$ cat config.mk
export PLATFORM = sky130hd
export DESIGN_NAME = expander_config_blink_ctrl
export DESIGN_NICKNAME = d
export VERILOG_FILES = /design/src/rtl/expander_pkg.sv /design/src/rtl/expander_input_sync.sv /design/src/rtl/expander_config_blink_ctrl.sv
export SDC_FILE = /design/constraint.sdc
export NUM_CORES = 1
export LEC_CHECK = 0
export ABC_AREA = 1
export BUFFER_PORTS_ARGS = -buffer_cell sky130_fd_sc_hd__buf_4
export CAP_MARGIN = 10
export CELL_PAD_IN_SITES_DETAIL_PLACEMENT = 1
export CELL_PAD_IN_SITES_GLOBAL_PLACEMENT = 1
export CORE_AREA = 4 4 132 134
export DETAILED_ROUTE_END_ITERATION = 6
export DIE_AREA = 0 0 136 138
export PLACE_DENSITY_LB_ADDON = 0.1
export SKIP_CTS_REPAIR_TIMING = 1
export SLEW_MARGIN = 25
export SYNTH_ARGS = -nofsm -noshare
export SYNTH_HDL_FRONTEND = slang
export SYNTH_SLANG_ARGS = --single-unit
$ cat constraint.sdc
create_clock -name i_clock -period 6.5 [get_ports i_clock]
set_clock_uncertainty 0.2 [all_clocks]
set_input_delay 1.3 -clock i_clock [delete_from_list [all_inputs] [get_ports i_clock]]
set_output_delay 1.3 -clock i_clock [all_outputs]
set_load 0.1 [all_outputs]
$ cat src/rtl/expander_pkg.sv
// Register map, field positions and reset values of the expander control block
package expander_pkg;
    localparam int         PORT_COUNT       = 8;
    localparam int         NIBBLE_WIDTH     = 4;
    // Register addresses
    localparam logic [7:0] ADDR_INPUT_PORTS = 8'h00;
    localparam logic [7:0] ADDR_PHASE0      = 8'h01;
    localparam logic [7:0] ADDR_DIRECTION   = 8'h03;
    localparam logic [7:0] ADDR_PHASE1      = 8'h09;
    localparam logic [7:0] ADDR_MASTER      = 8'h0E;
    localparam logic [7:0] ADDR_CONFIG      = 8'h0F;
    localparam logic [7:0] ADDR_INTENS_0    = 8'h10;
    localparam logic [7:0] ADDR_INTENS_1    = 8'h11;
    localparam logic [7:0] ADDR_INTENS_2    = 8'h12;
    localparam logic [7:0] ADDR_INTENS_3    = 8'h13;
    // Configuration register fields
    localparam int         CFG_PHASE_EN     = 0;
    localparam int         CFG_FLIP         = 1;
    localparam int         CFG_GLOBAL       = 2;
    localparam int         CFG_IRQ_EN       = 3;
    localparam int         CFG_PIN9_PHASE0  = 4;
    localparam int         CFG_PIN9_PHASE1  = 5;
    localparam int         CFG_ZERO_BIT     = 6;
    localparam int         CFG_IRQ_STATUS   = 7;
    localparam logic [7:0] CFG_STORED_MASK  = 8'h3F;
    // Power-up values
    localparam logic [7:0] RESET_PHASE0     = 8'hFF;
    localparam logic [7:0] RESET_DIRECTION  = 8'hFF;
    localparam logic [7:0] RESET_PHASE1     = 8'hFF;
    localparam logic [7:0] RESET_MASTER     = 8'h0F;
    localparam logic [7:0] RESET_CONFIG     = 8'h0C;
    localparam logic [7:0] RESET_INTENSITY  = 8'hFF;
    localparam logic [7:0] READ_UNMAPPED    = 8'h00;
endpackage : expander_pkg

$ cat src/rtl/expander_input_sync.sv
// Three-stage pin synchroniser that updates only when stages two and three agree
`timescale 1ns/100ps
`default_nettype none
module expander_input_sync
    import expander_pkg::*;
(
    input  wire logic                  i_clock,  // System clock
    input  wire logic                  i_reset,  // Async reset, active high
    input  wire logic [PORT_COUNT-1:0] i_async,  // Raw port levels
    output logic      [PORT_COUNT-1:0] o_stable  // Debounced levels
);
    genvar g;
    generate
        for (g = 0; g < PORT_COUNT; g++) begin : g_bit
            logic s1_q, s2_q, s3_q, stable_q;
            logic s1_d, s2_d, s3_d, stable_d;
            always_comb begin
                s1_d     = i_async[g];
                s2_d     = s1_q;
                s3_d     = s2_q;
                // Single-cycle glitches reach the compare but never get past it
                stable_d = (s2_q == s3_q) ? s3_q : stable_q;
            end
            always_ff @(posedge i_clock or posedge i_reset) begin
                if (i_reset) begin
                    s1_q     <= 1'b1;
                    s2_q     <= 1'b1;
                    s3_q     <= 1'b1;
                    stable_q <= 1'b1;
                end else begin
                    s1_q     <= s1_d;
                    s2_q     <= s2_d;
                    s3_q     <= s3_d;
                    stable_q <= stable_d;
                end
            end
            assign o_stable[g] = stable_q;
        end
    endgenerate
endmodule : expander_input_sync
`default_nettype wire

$ cat src/rtl/expander_config_blink_ctrl.sv
// Configuration, phase pattern, direction and change detection of the I/O expander
`timescale 1ns/100ps
`default_nettype none
// Function
// - Config D0 enables phase alternation
// - Flip bit picks phase 0 or 1
// - Alternation off uses phase 0 only
// - Global bit: master low nibble intensity
// - Otherwise per-port nibbles, ninth upper nibble
// - Irq enable: ninth pin shows change flag
// - No irq, no alternation: D4 drives pin
// - No irq, alternation: D4/D5 by phase
// - D7 reads live change status
// - D6 ignores writes, reads zero
// - Pattern one floats, zero drives low
// - Only output ports are driven
// - Direction register, one means input, readable
// - Config readback: stored bits plus status
// - Config write resamples change reference
// - Mismatch flags; returns or input read clear
// - Power-up: inputs, alternation off
module expander_config_blink_ctrl
    import expander_pkg::*;
(
    input  wire logic                    i_clock,            // 250 MHz system clock
    input  wire logic                    i_reset,            // Async reset, active high
    input  wire logic                    i_wr_en,            // Byte write strobe
    input  wire logic                    i_rd_en,            // Byte read strobe
    input  wire logic [7:0]              i_addr,             // Register address
    input  wire logic [7:0]              i_wdata,            // Write byte
    output logic      [7:0]              o_rdata,            // Read byte
    output logic                         o_rvalid,           // Read byte valid pulse
    input  wire logic [PORT_COUNT-1:0]   i_port_level,       // Port pin levels
    output logic      [PORT_COUNT-1:0]   o_port_out,         // Port output value
    output logic      [PORT_COUNT-1:0]   o_port_oe,          // Port drive-low enable
    output logic                         o_ninth_output_out, // Ninth pin output value
    output logic                         o_ninth_output_oe,  // Ninth pin drive-low enable
    output logic      [4*PORT_COUNT-1:0] o_port_intensity,   // Per-port intensity nibbles
    output logic      [3:0]              o_ninth_intensity   // Ninth pin intensity
);
    logic [PORT_COUNT-1:0] level_sync;
    expander_input_sync expander_input_sync_i (
        .i_clock  (i_clock),
        .i_reset  (i_reset),
        .i_async  (i_port_level),
        .o_stable (level_sync)
    );

    logic [7:0]  phase0_q, phase0_d, phase1_q, phase1_d, direction_q, direction_d;
    logic [7:0]  master_q, master_d, config_q, config_d, rdata_q, rdata_d;
    logic [31:0] intens_q, intens_d;
    logic [7:0]  reference_q, reference_d, port_oe_q, port_oe_d;
    logic [31:0] port_int_q, port_int_d;
    logic [3:0]  ninth_int_q, ninth_int_d;
    logic        ref_init_q, ref_init_d, rvalid_q, rvalid_d, ninth_oe_q, ninth_oe_d;
    logic        irq_flag, phase_sel;
    logic [7:0]  pattern;

    assign irq_flag  = |((level_sync ^ reference_q) & direction_q);
    assign phase_sel = config_q[CFG_PHASE_EN] & config_q[CFG_FLIP];
    // Phase 1 ignored when alternation off
    assign pattern   = phase_sel ? phase1_q : phase0_q;

    always_comb begin
        phase0_d    = phase0_q;
        phase1_d    = phase1_q;
        direction_d = direction_q;
        master_d    = master_q;
        config_d    = config_q;
        intens_d    = intens_q;
        reference_d = reference_q;
        ref_init_d  = 1'b1;
        rdata_d     = rdata_q;
        rvalid_d    = 1'b0;
        // Reference is caught after reset release, never under reset
        if (!ref_init_q) begin
            reference_d = level_sync;
        end
        if (i_wr_en) begin
            case (i_addr)
                ADDR_PHASE0:    phase0_d = i_wdata;
                ADDR_PHASE1:    phase1_d = i_wdata;
                ADDR_DIRECTION: direction_d = i_wdata;
                ADDR_MASTER:    master_d = i_wdata;
                ADDR_CONFIG: begin
                    config_d    = i_wdata & CFG_STORED_MASK;
                    reference_d = level_sync;
                end
                ADDR_INTENS_0:  intens_d[7:0]   = i_wdata;
                ADDR_INTENS_1:  intens_d[15:8]  = i_wdata;
                ADDR_INTENS_2:  intens_d[23:16] = i_wdata;
                ADDR_INTENS_3:  intens_d[31:24] = i_wdata;
                default:        ;
            endcase
        end
        if (i_rd_en) begin
            rvalid_d = 1'b1;
            case (i_addr)
                ADDR_INPUT_PORTS: begin
                    rdata_d     = level_sync;
                    reference_d = level_sync;
                end
                ADDR_PHASE0:    rdata_d = phase0_q;
                ADDR_PHASE1:    rdata_d = phase1_q;
                ADDR_DIRECTION: rdata_d = direction_q;
                ADDR_MASTER:    rdata_d = master_q;
                ADDR_CONFIG:    rdata_d = {irq_flag, 1'b0, config_q[5:0]};
                ADDR_INTENS_0:  rdata_d = intens_q[7:0];
                ADDR_INTENS_1:  rdata_d = intens_q[15:8];
                ADDR_INTENS_2:  rdata_d = intens_q[23:16];
                ADDR_INTENS_3:  rdata_d = intens_q[31:24];
                default:        rdata_d = READ_UNMAPPED;
            endcase
        end
        // Zero bit drives low; inputs undriven
        port_oe_d = ~pattern & ~direction_q;
        port_int_d  = config_q[CFG_GLOBAL] ? {PORT_COUNT{master_q[3:0]}} : intens_q;
        ninth_int_d = config_q[CFG_GLOBAL] ? master_q[3:0] : master_q[7:4];
        if (config_q[CFG_IRQ_EN]) begin
            ninth_oe_d = irq_flag;
        end else if (!config_q[CFG_PHASE_EN]) begin
            ninth_oe_d = ~config_q[CFG_PIN9_PHASE0];
        end else begin
            ninth_oe_d = config_q[CFG_FLIP] ? ~config_q[CFG_PIN9_PHASE1] : ~config_q[CFG_PIN9_PHASE0];
        end
    end

    // Power-up state; outputs follow one edge after write
    always_ff @(posedge i_clock or posedge i_reset) begin
        if (i_reset) begin
            phase0_q    <= RESET_PHASE0;
            phase1_q    <= RESET_PHASE1;
            direction_q <= RESET_DIRECTION;
            master_q    <= RESET_MASTER;
            config_q    <= RESET_CONFIG;
            intens_q    <= {4{RESET_INTENSITY}};
            reference_q <= 8'hFF;
            ref_init_q  <= 1'b0;
            rdata_q     <= 8'h00;
            rvalid_q    <= 1'b0;
            port_oe_q   <= 8'h00;
            port_int_q  <= 32'h0000_0000;
            ninth_int_q <= 4'h0;
            ninth_oe_q  <= 1'b0;
        end else begin
            phase0_q    <= phase0_d;
            phase1_q    <= phase1_d;
            direction_q <= direction_d;
            master_q    <= master_d;
            config_q    <= config_d;
            intens_q    <= intens_d;
            reference_q <= reference_d;
            ref_init_q  <= ref_init_d;
            rdata_q     <= rdata_d;
            rvalid_q    <= rvalid_d;
            port_oe_q   <= port_oe_d;
            port_int_q  <= port_int_d;
            ninth_int_q <= ninth_int_d;
            ninth_oe_q  <= ninth_oe_d;
        end
    end

    assign o_rdata            = rdata_q;
    assign o_rvalid           = rvalid_q;
    assign o_port_out         = '0;
    assign o_port_oe          = port_oe_q;
    assign o_ninth_output_out = 1'b0;
    assign o_ninth_output_oe  = ninth_oe_q;
    assign o_port_intensity   = port_int_q;
    assign o_ninth_intensity  = ninth_int_q;
endmodule : expander_config_blink_ctrl
`default_nettype wire

==> results of run 1 <==
==> power breakdown <==
part | total (uW) | switching [uW] | internal (uW)
Clock | 964 | 411 | 554
Sequential | 1160 | 41.5 | 1110
Combinational | 315 | 251 | 64.2
Total | 2430 | 703 | 1730
==> cell type report <==
cell class | instances | share of cell area [%]
clock buffers | 23 | 6.142
well taps | 220 | 3.320
clock inverters | 9 | 0.8299
repair buffers | 83 | 7.605
flip-flops and latches | 165 | 51.34
multi-input cells | 447 | 26.77
inverters | 87 | 3.999
==> worst max path at each step <==
stage	end	from	slack [ns]
after floorplan	config_q[0]$_DFFE_PP0P_	i_reset	0.71
after global placement	o_rdata[6]$_DFFE_PP0P_	i_addr[5]	3.45
after detailed placement	o_rdata[6]$_DFFE_PP0P_	i_addr[7]	3.32
after CTS	o_rdata[6]$_DFFE_PP0P_	i_addr[5]	3.76
after global routing	o_rdata[2]$_DFFE_PP0P_	i_addr[7]	3.52
final	o_rdata[6]$_DFFE_PP0P_	i_addr[7]	3.74
==> placed cells by master (no fill, tap or decap) <==
master	Yosys	final
a211oi_1	7	7
maj3_1	8	8
nand2_4	2	2
clkinv_4	0	5
mux2_2	1	1
buf_6	7	2
conb_1	2	10
nor3_2	1	1
inv_2	1	1
a21oi_1	1	1
buf_4	10	81
nand2_1	169	169
nor2_4	5	5
clkbuf_1	6	1
nand4_2	1	1
o21ai_1	29	29
clkinvlp_4	0	2
nand2_2	7	7
dfrtp_1	63	63
inv_6	0	1
inv_1	86	85
dfstp_2	102	102
nor2_2	1	1
nand3_1	54	54
o21ai_0	107	107
nor2_8	2	2
o21ai_2	2	2
nor2_1	31	31
nand3_4	5	5
clkbuf_16	0	18
clkinv_2	0	2
nand3_2	2	2
clkbuf_8	0	4
nand4_1	1	1
a31o_2	1	1
==> layer usage <==
metal | routed length (um) | GRT usage (%) | up-vias
met1 | 8803 | 30.03 | 2638
met4 | 369 | 6.844 | 0
met2 | 9212 | 34.03 | 116
met3 | 730 | 3.888 | 27
met5 | 0 | 0 | -
li1 | - | - | 2457
==> stage by stage <==
stage / hold slack (ns) / power, uW / instances / setup slack, ns / instance area, um2
final: 0.1495 / 2435 / 1034 / 3.743 / 8292
after CTS: 0.1512 / 2459 / 1034 / 3.758 / 8284
after floorplan: 0.1452 / 1398 / 730 / 0.7071 / 7019
after global routing: 0.1543 / 2537 / 1034 / 3.523 / 8292
after global placement: 0.1457 / 1478 / 1002 / 3.449 / 7706
after detailed placement: 0.1473 / 1488 / 1002 / 3.321 / 7706
==> state kept, by name, summed over array words and instances, names as in the netlist, 8 cells and up <==
name                                  cells
expander_input_sync_i.g_bit.s2_q          8
o_port_oe                                 8
expander_input_sync_i.g_bit.s1_q          8
o_port_intensity                         32
phase0_q                                  8
o_rdata                                   8
master_q                                  8
expander_input_sync_i.g_bit.s3_q          8
reference_q                               8
intens_q                                 32
direction_q                               8
phase1_q                                  8
expander_input_sync_i.g_bit.stable_q      8
==> cells by family after synthesis <==
group / count (synthesis) / share of synthesized area [%]
adders and majority gates: 8 / 1.146
buffers and inverters: 118 / 7.769
and+or+nand+nor: 281 / 18.98
muxes: 1 / 0.1611
DFF: 165 / 60.90
AOI/OAI and AO/OA: 147 / 10.94
other: 2 / 0.1075
==> impl_results.md, run 1 <==
* Final core occ at about half
* Core Rows at 47
* Register area at around 4300 um2
* Outcome: completed
* Syn Inst Count at ~720
* Synth top area cells: dfstp_2 38%, dfrtp_1 23%, nand2_1 9.1%, o21ai_0 7.7%, inv_1 4.6%
* MaxCap Viol Count at 0
* Core Area at about 16000 um2
* Peak Freq at ~0.36 GHz
* CP max FO at 25
* CP Class: input port to flop
* N_diodes at 0
* PwrDens at 293.7 nW/um2
* Die height at 138 um
* Largest delay share family, worst path: simple AND/OR/NAND/NOR gates
* Top-area cell type share of the netlist area at a little under two fifths
* Layout fillers at roughly 1900
* Reg2reg setup slack at 4.55 ns
* Drt wl/cell at ~18 um
* Yosys cell types at 30
* Layout cells sized above 1 at a little under a third
* Clock sinks at about 170
* PortBufs at between 80 and 90
* Worst Path Arrival at 2.92 ns
* Slew @ Worst Pin at approximately 0.74 ns
* Starting DRC count in detailed routing at 372
* Sequential share of the synthesized area at about 61%
* Starting Density at a little over two fifths
* Clock slew at reported path FFs at 0.06 ns
* CP startpoint kind: input port
* Vias in the first global route at approximately 5500
* Die W at 136 um
* Final Slew Violations at 0
* Synth Warn # at 0
* Initial antenna violation count at 0
* RSZ-0062 raised after global routing: false
* Post-DR vias/cell at ~5.1
* Top-count cell post-synth: nand2_1
* Fin. Hold Viols at 0
* Top_reg_cell synth: dfstp_2
* Final period utilization at between 40 and 50%
* Post-synth EDFFs at 0
* Syn_area_per_cell at around 9.7 um2
* CP endpoint kind: flop
* Worst path max stage delay at approximately 0.42 ns
* Setup violators final at 0
* Routed WL at 19120 um
* RePlAce Congestion at 0.8719
* Data required, critical path at about 6.7 ns
* Slew HR at between 50% and 60%
* H-tree depth at 4
* Die area at around 19000 um2
* DR pass1 iterations at 5
* Post-synth ARST share at 100.0%
* Most used cell, CP: nand2_1
* Global route total overflow at 0
* Detail Route Antenna Nets at 0
* Synth top cells by count: 169 x nand2_1, 107 x o21ai_0, 102 x dfstp_2, 86 x inv_1, 63 x dfrtp_1
* Number of stages on the worst setup path at 10
* Critical path buffers and inverters at 2
* Slowest CP cell: inv_2
* CTS tree: done
* DR DRC count at 0
* Synth-to-Final Area Change at 18.64%
* DR vias at ~5200
* Final nets at around 830
* Mapped cell area at around 7000 um2
* Root buf cell: clkbuf_16
* Top-Level Pins at just over 90
* Worst Reg-to-Reg Cells at 2
* Clk buf depth at 2
* Tmin final at 2.757 ns
* Hold worst-path end: expander_input_sync_i.g_bit[7].s2_q$_DFF_PP1_
* Worst hold stages at 0
* Worst r2r dst: o_port_intensity[16]$_DFF_PP0_
* Largest net degree at the start of global routing at between 80 and 90
* Maximum VDD drop at around 180 uV
* Clk_lat worst skew at ~0.43 ns
* TritonCTS buffer count at 17
* Leakage at approximately 0.0037 uW
* R2r startpoint: config_q[2]$_DFFE_PP1P_
* Synth area leader: dfstp_2
* Synth Register Bits at 165
* First-pass GRT wire length at slightly above 30000 um
* Multi-input logic area at around 2200 um2
* Setup tns final at 0 ns
* GR Util All Layers at 21.48%
* Dpl hpwl at 13540 um
* Worst-path cell chain: buf_4 > nor2_1 > nand2_2 > inv_2 > nand2_1 > o21ai_0 > nor2_1 > nand3_1 > nand2_1 > nand2_1
* Hold Path Origin: expander_input_sync_i.g_bit[7].s1_q$_DFF_PP1_
* Worst min-delay path class: flop to flop
Note: power is estimated with default switching activity, not from simulation.
==> inputs of run 2 (changes only) <==
ABC_AREA = 0   (was 1)
clock period = 2.4 ns   (was 6.5 ns; I/O delays follow)
==> run 2 against run 1 <==
  * Routed wire length fell by 13%
  * Non-clock buffer count rose by 44
  * Synthesized cell count fell by 33%
  * Core utilization rose by 1.6 points
  * Die area did not move
  * Register-to-register slack got worse by 4.2 ns
  * Critical endpoint is now phase0_q[4]$_DFFE_PP1P_
  * Clock power rose to 2.7 times the previous value
==> impl_results.md, run 2 <==
* MaxCap Viol Count at 0 (unchanged)
* Final Slew Violations at 0 (unchanged)
* Most frequent cells in the layout: 116 x buf_4, 102 x dfstp_2, 83 x mux2_2, 63 x dfrtp_1, 40 x o21ai_0
* Syn Inst Count at 487 (-33%)
* Global route total overflow at 0 (unchanged)
* Starting Density at 41.99% (-0.91 points)
* DR DRC count at 0 (unchanged)
* Synth-to-Final Area Change at 25.04%
* PortBufs at 81 (unchanged)
* Setup violators final at 0 (unchanged)
* Synth area leader: dfstp_2
* Worst Setup SP: i_addr[5]
* Data required, critical path at 2.55 ns (-4.12 ns)
* Final nets at 644 (-22%)
* Layout cells sized above 1 at 55.48% (+25 points)
* RSZ-0062 raised after global routing: false
* Initial antenna violation count at 0 (unchanged)
* Hold WS at 0.02339 ns (-0.1261 ns)
* CP Class: input port to flop
* Outcome: completed
* Maximum VDD drop at 493.6 uV (+170%)
* DR pass1 iterations at 4 (-1)
* CTS tree: done
* Largest delay share family, worst path: simple AND/OR/NAND/NOR gates
* Slowest CP cell: or4_4
* Slew @ Worst Pin at 0.5300 ns (-0.2105 ns)
* Number of stages on the worst setup path at 6 (-4)
* R2r startpoint: intens_q[24]$_DFFE_PP1P_
* PwrDens at 772.2 nW/um2 (+160%)
* Final Power at 6604 uW (+170%)
* TritonCTS buffer count at 17 (unchanged)
* Root buf cell: clkbuf_16
* Top-count cell post-synth: dfstp_2
* Placed Instances at 809 (-19%)
* Yosys cell types at 50 (+67%)
* Fin. Hold Viols at 0 (unchanged)
* Synth Register Bits at 165 (unchanged)
* Vias in the first global route at 4710 (-14%)
* Final period utilization at between 80% and 90%
* DR vias at 4359 (-17%)
* Synth top cells by count: 102 x dfstp_2, 83 x mux2_2, 63 x dfrtp_1, 40 x o21ai_0, 39 x inv_1
* CP endpoint kind: flop
* Syn_area_per_cell at 14.05 um2 (+45%)
* Commonest non-fill, non-tap cell in the layout: buf_4
* Mapped cell area at 6840 um2 (-2.1%)
* Sequential share of the synthesized area at 62.23% (+1.3 points)
* Die area at 18770 um2 (unchanged)
* Worst Reg-to-Reg Cells at 5 (+3)
* Reg2reg setup slack at 0.38 ns (-4.17 ns)
* First-pass GRT wire length at 26450 um (-15%)
* Worst Path Arrival at 2.19 ns (-0.73 ns)
* Top-Level Pins at 91 (unchanged)
* Clock slew at reported path FFs at 0.06 ns (about the same)
* Post-synth EDFFs at 0 (unchanged)
* Critical path buffers and inverters at 2 (unchanged)
* RePlAce Congestion at 0.8418 (-3.5%)
* Clock sinks at 165 (unchanged)
* Post-DR vias/cell at 5.134 (+1.4%)
* Core Area at 16290 um2 (unchanged)
* Post-Layout Inst Area at 8553 um2 (+3.2%)
* Synth Warn # at 0 (unchanged)
* Routed WL at 16650 um (-13%)
* Drt wl/cell at 19.61 um (+6.1%)
* Worst-path cell chain: buf_4 > or4_4 > nor3_4 > buf_4 > nand3_2 > mux2_2
* Slew HR at 64.63% (+14 points)
* Die W at 136 um (unchanged)
* Largest net degree at the start of global routing at 91 (+8.3%)
* Detail Route Antenna Nets at 0 (unchanged)
* GR Util All Layers at 18.33% (-3.1 points)
* Top-area cell type share of the netlist area at 39.18% (+0.83 points)
* Post-Place Cell Area at 7919 um2 (+2.8%)
* Die height at 138 um (unchanged)
* Clk_lat worst skew at 0.42 ns (about the same)
* CP max FO at 8 (-68%)
* Post-synth ARST share at 100.0% (unchanged)
* H-tree depth at 4 (unchanged)
* N_diodes at 0 (unchanged)
* CP startpoint kind: input port
* Starting DRC count in detailed routing at 143 (-62%)
* Fin cells at 849 (-18%)
* Most used cell, CP: buf_4
* Leakage at 0.003741 uW (+2.4%)
* Top_reg_cell synth: dfstp_2
* Worst path max stage delay at 0.60 ns (+0.18 ns)
* Peak Freq at 0.4892 GHz
* Worst min-delay path class: input port to asynchronous set/reset pin
* Dpl hpwl at 11860 um (-12%)
* Synth top area cells: dfstp_2 39%, dfrtp_1 23%, mux2_2 14%, o21ai_0 2.9%, mux4_2 2.6%
* Worst r2r dst: o_rdata[0]$_DFFE_PP0P_
* Tmin final at slightly above 2 ns
* Core Rows at 47 (unchanged)
* Clk buf depth at 2 (unchanged)
## run 2: changes by cell type after synthesis, moves of 13 or more
| cell | before | now |
|---|---|---|
| mux2_2 | 1 | 83 |
| o21ai_0 | 107 | 40 |
| nor2_1 | 31 | 4 |
| inv_1 | 86 | 39 |
| and3_1 | 0 | 13 |
| o21ai_1 | 29 | 0 |
| a22oi_1 | 0 | 13 |
| nand2_1 | 169 | 15 |
| nand3_1 | 54 | 5 |
## run 2: kinds of logic (layout without fill, tap and decap cells)
kind of cell / Yosys count / count (layout) / synth area share, %
flops: 165 / 165 / 62.23
mux: 95 / 95 / 16.88
compound gates: 89 / 89 / 9.036
buf+inv: 65 / 199 / 4.554
simple gates: 55 / 55 / 4.994
fa+ha+maj: 8 / 8 / 1.171
xor+xnor: 8 / 8 / 1.024
other cells: 2 / 10 / 0.1098
## run 2: metrics by stage
stage	setup slack [ns]	setup TNS [ns]	util, %
2_1_floorplan	-0.2955	-18.62	-
4_1_cts	0.3211	0	52.02
5_1_grt	0.2728	0	52.51
3_3_place_gp	-0.007258	-0.05441	48.61
6_report	0.3558	0	52.51
3_5_place_dp	-0.06767	-0.7461	48.61
## run 2: routing by layer
metal  global-route usage [%]  wire length (um)  vias to the layer above  share of wire (%)
met5                        0                 0                        -                  0
met4                    6.260               285                        0                1.7
met3                    3.597               648                       25                3.9
met2                    31.29              8661                       85                 52
li1                         -                 -                     1985                  -
met1                    23.27              7051                     2264                 42
## run 2: final cells by class
type / count / area (um2)
inverters: 40 / 153.9
well taps: 220 / 275.3
fillers: 1674 / 7736
repair buffers: 127 / 1011
clock buffers: 28 / 506.7
multi-input cells: 265 / 2302
clock inverters: 4 / 47.55
flip-flops and latches: 165 / 4257
## run 2: power by group
part           internal (uW)  switching [uW]
clock                   1540            1020
sequential              3020             110
combinational            262             650
total                   4820            1780
## run 2: worst max-delay path by stage
stage,slack [ns],to
final,0.36,phase0_q[4]$_DFFE_PP1P_
after global routing,0.27,o_rdata[0]$_DFFE_PP0P_
after CTS,0.32,o_rdata[0]$_DFFE_PP0P_
after detailed placement,-0.07,phase0_q[1]$_DFFE_PP1P_
after global placement,-0.007,phase0_q[2]$_DFFE_PP1P_
after floorplan,-0.30,config_q[0]$_DFFE_PP0P_
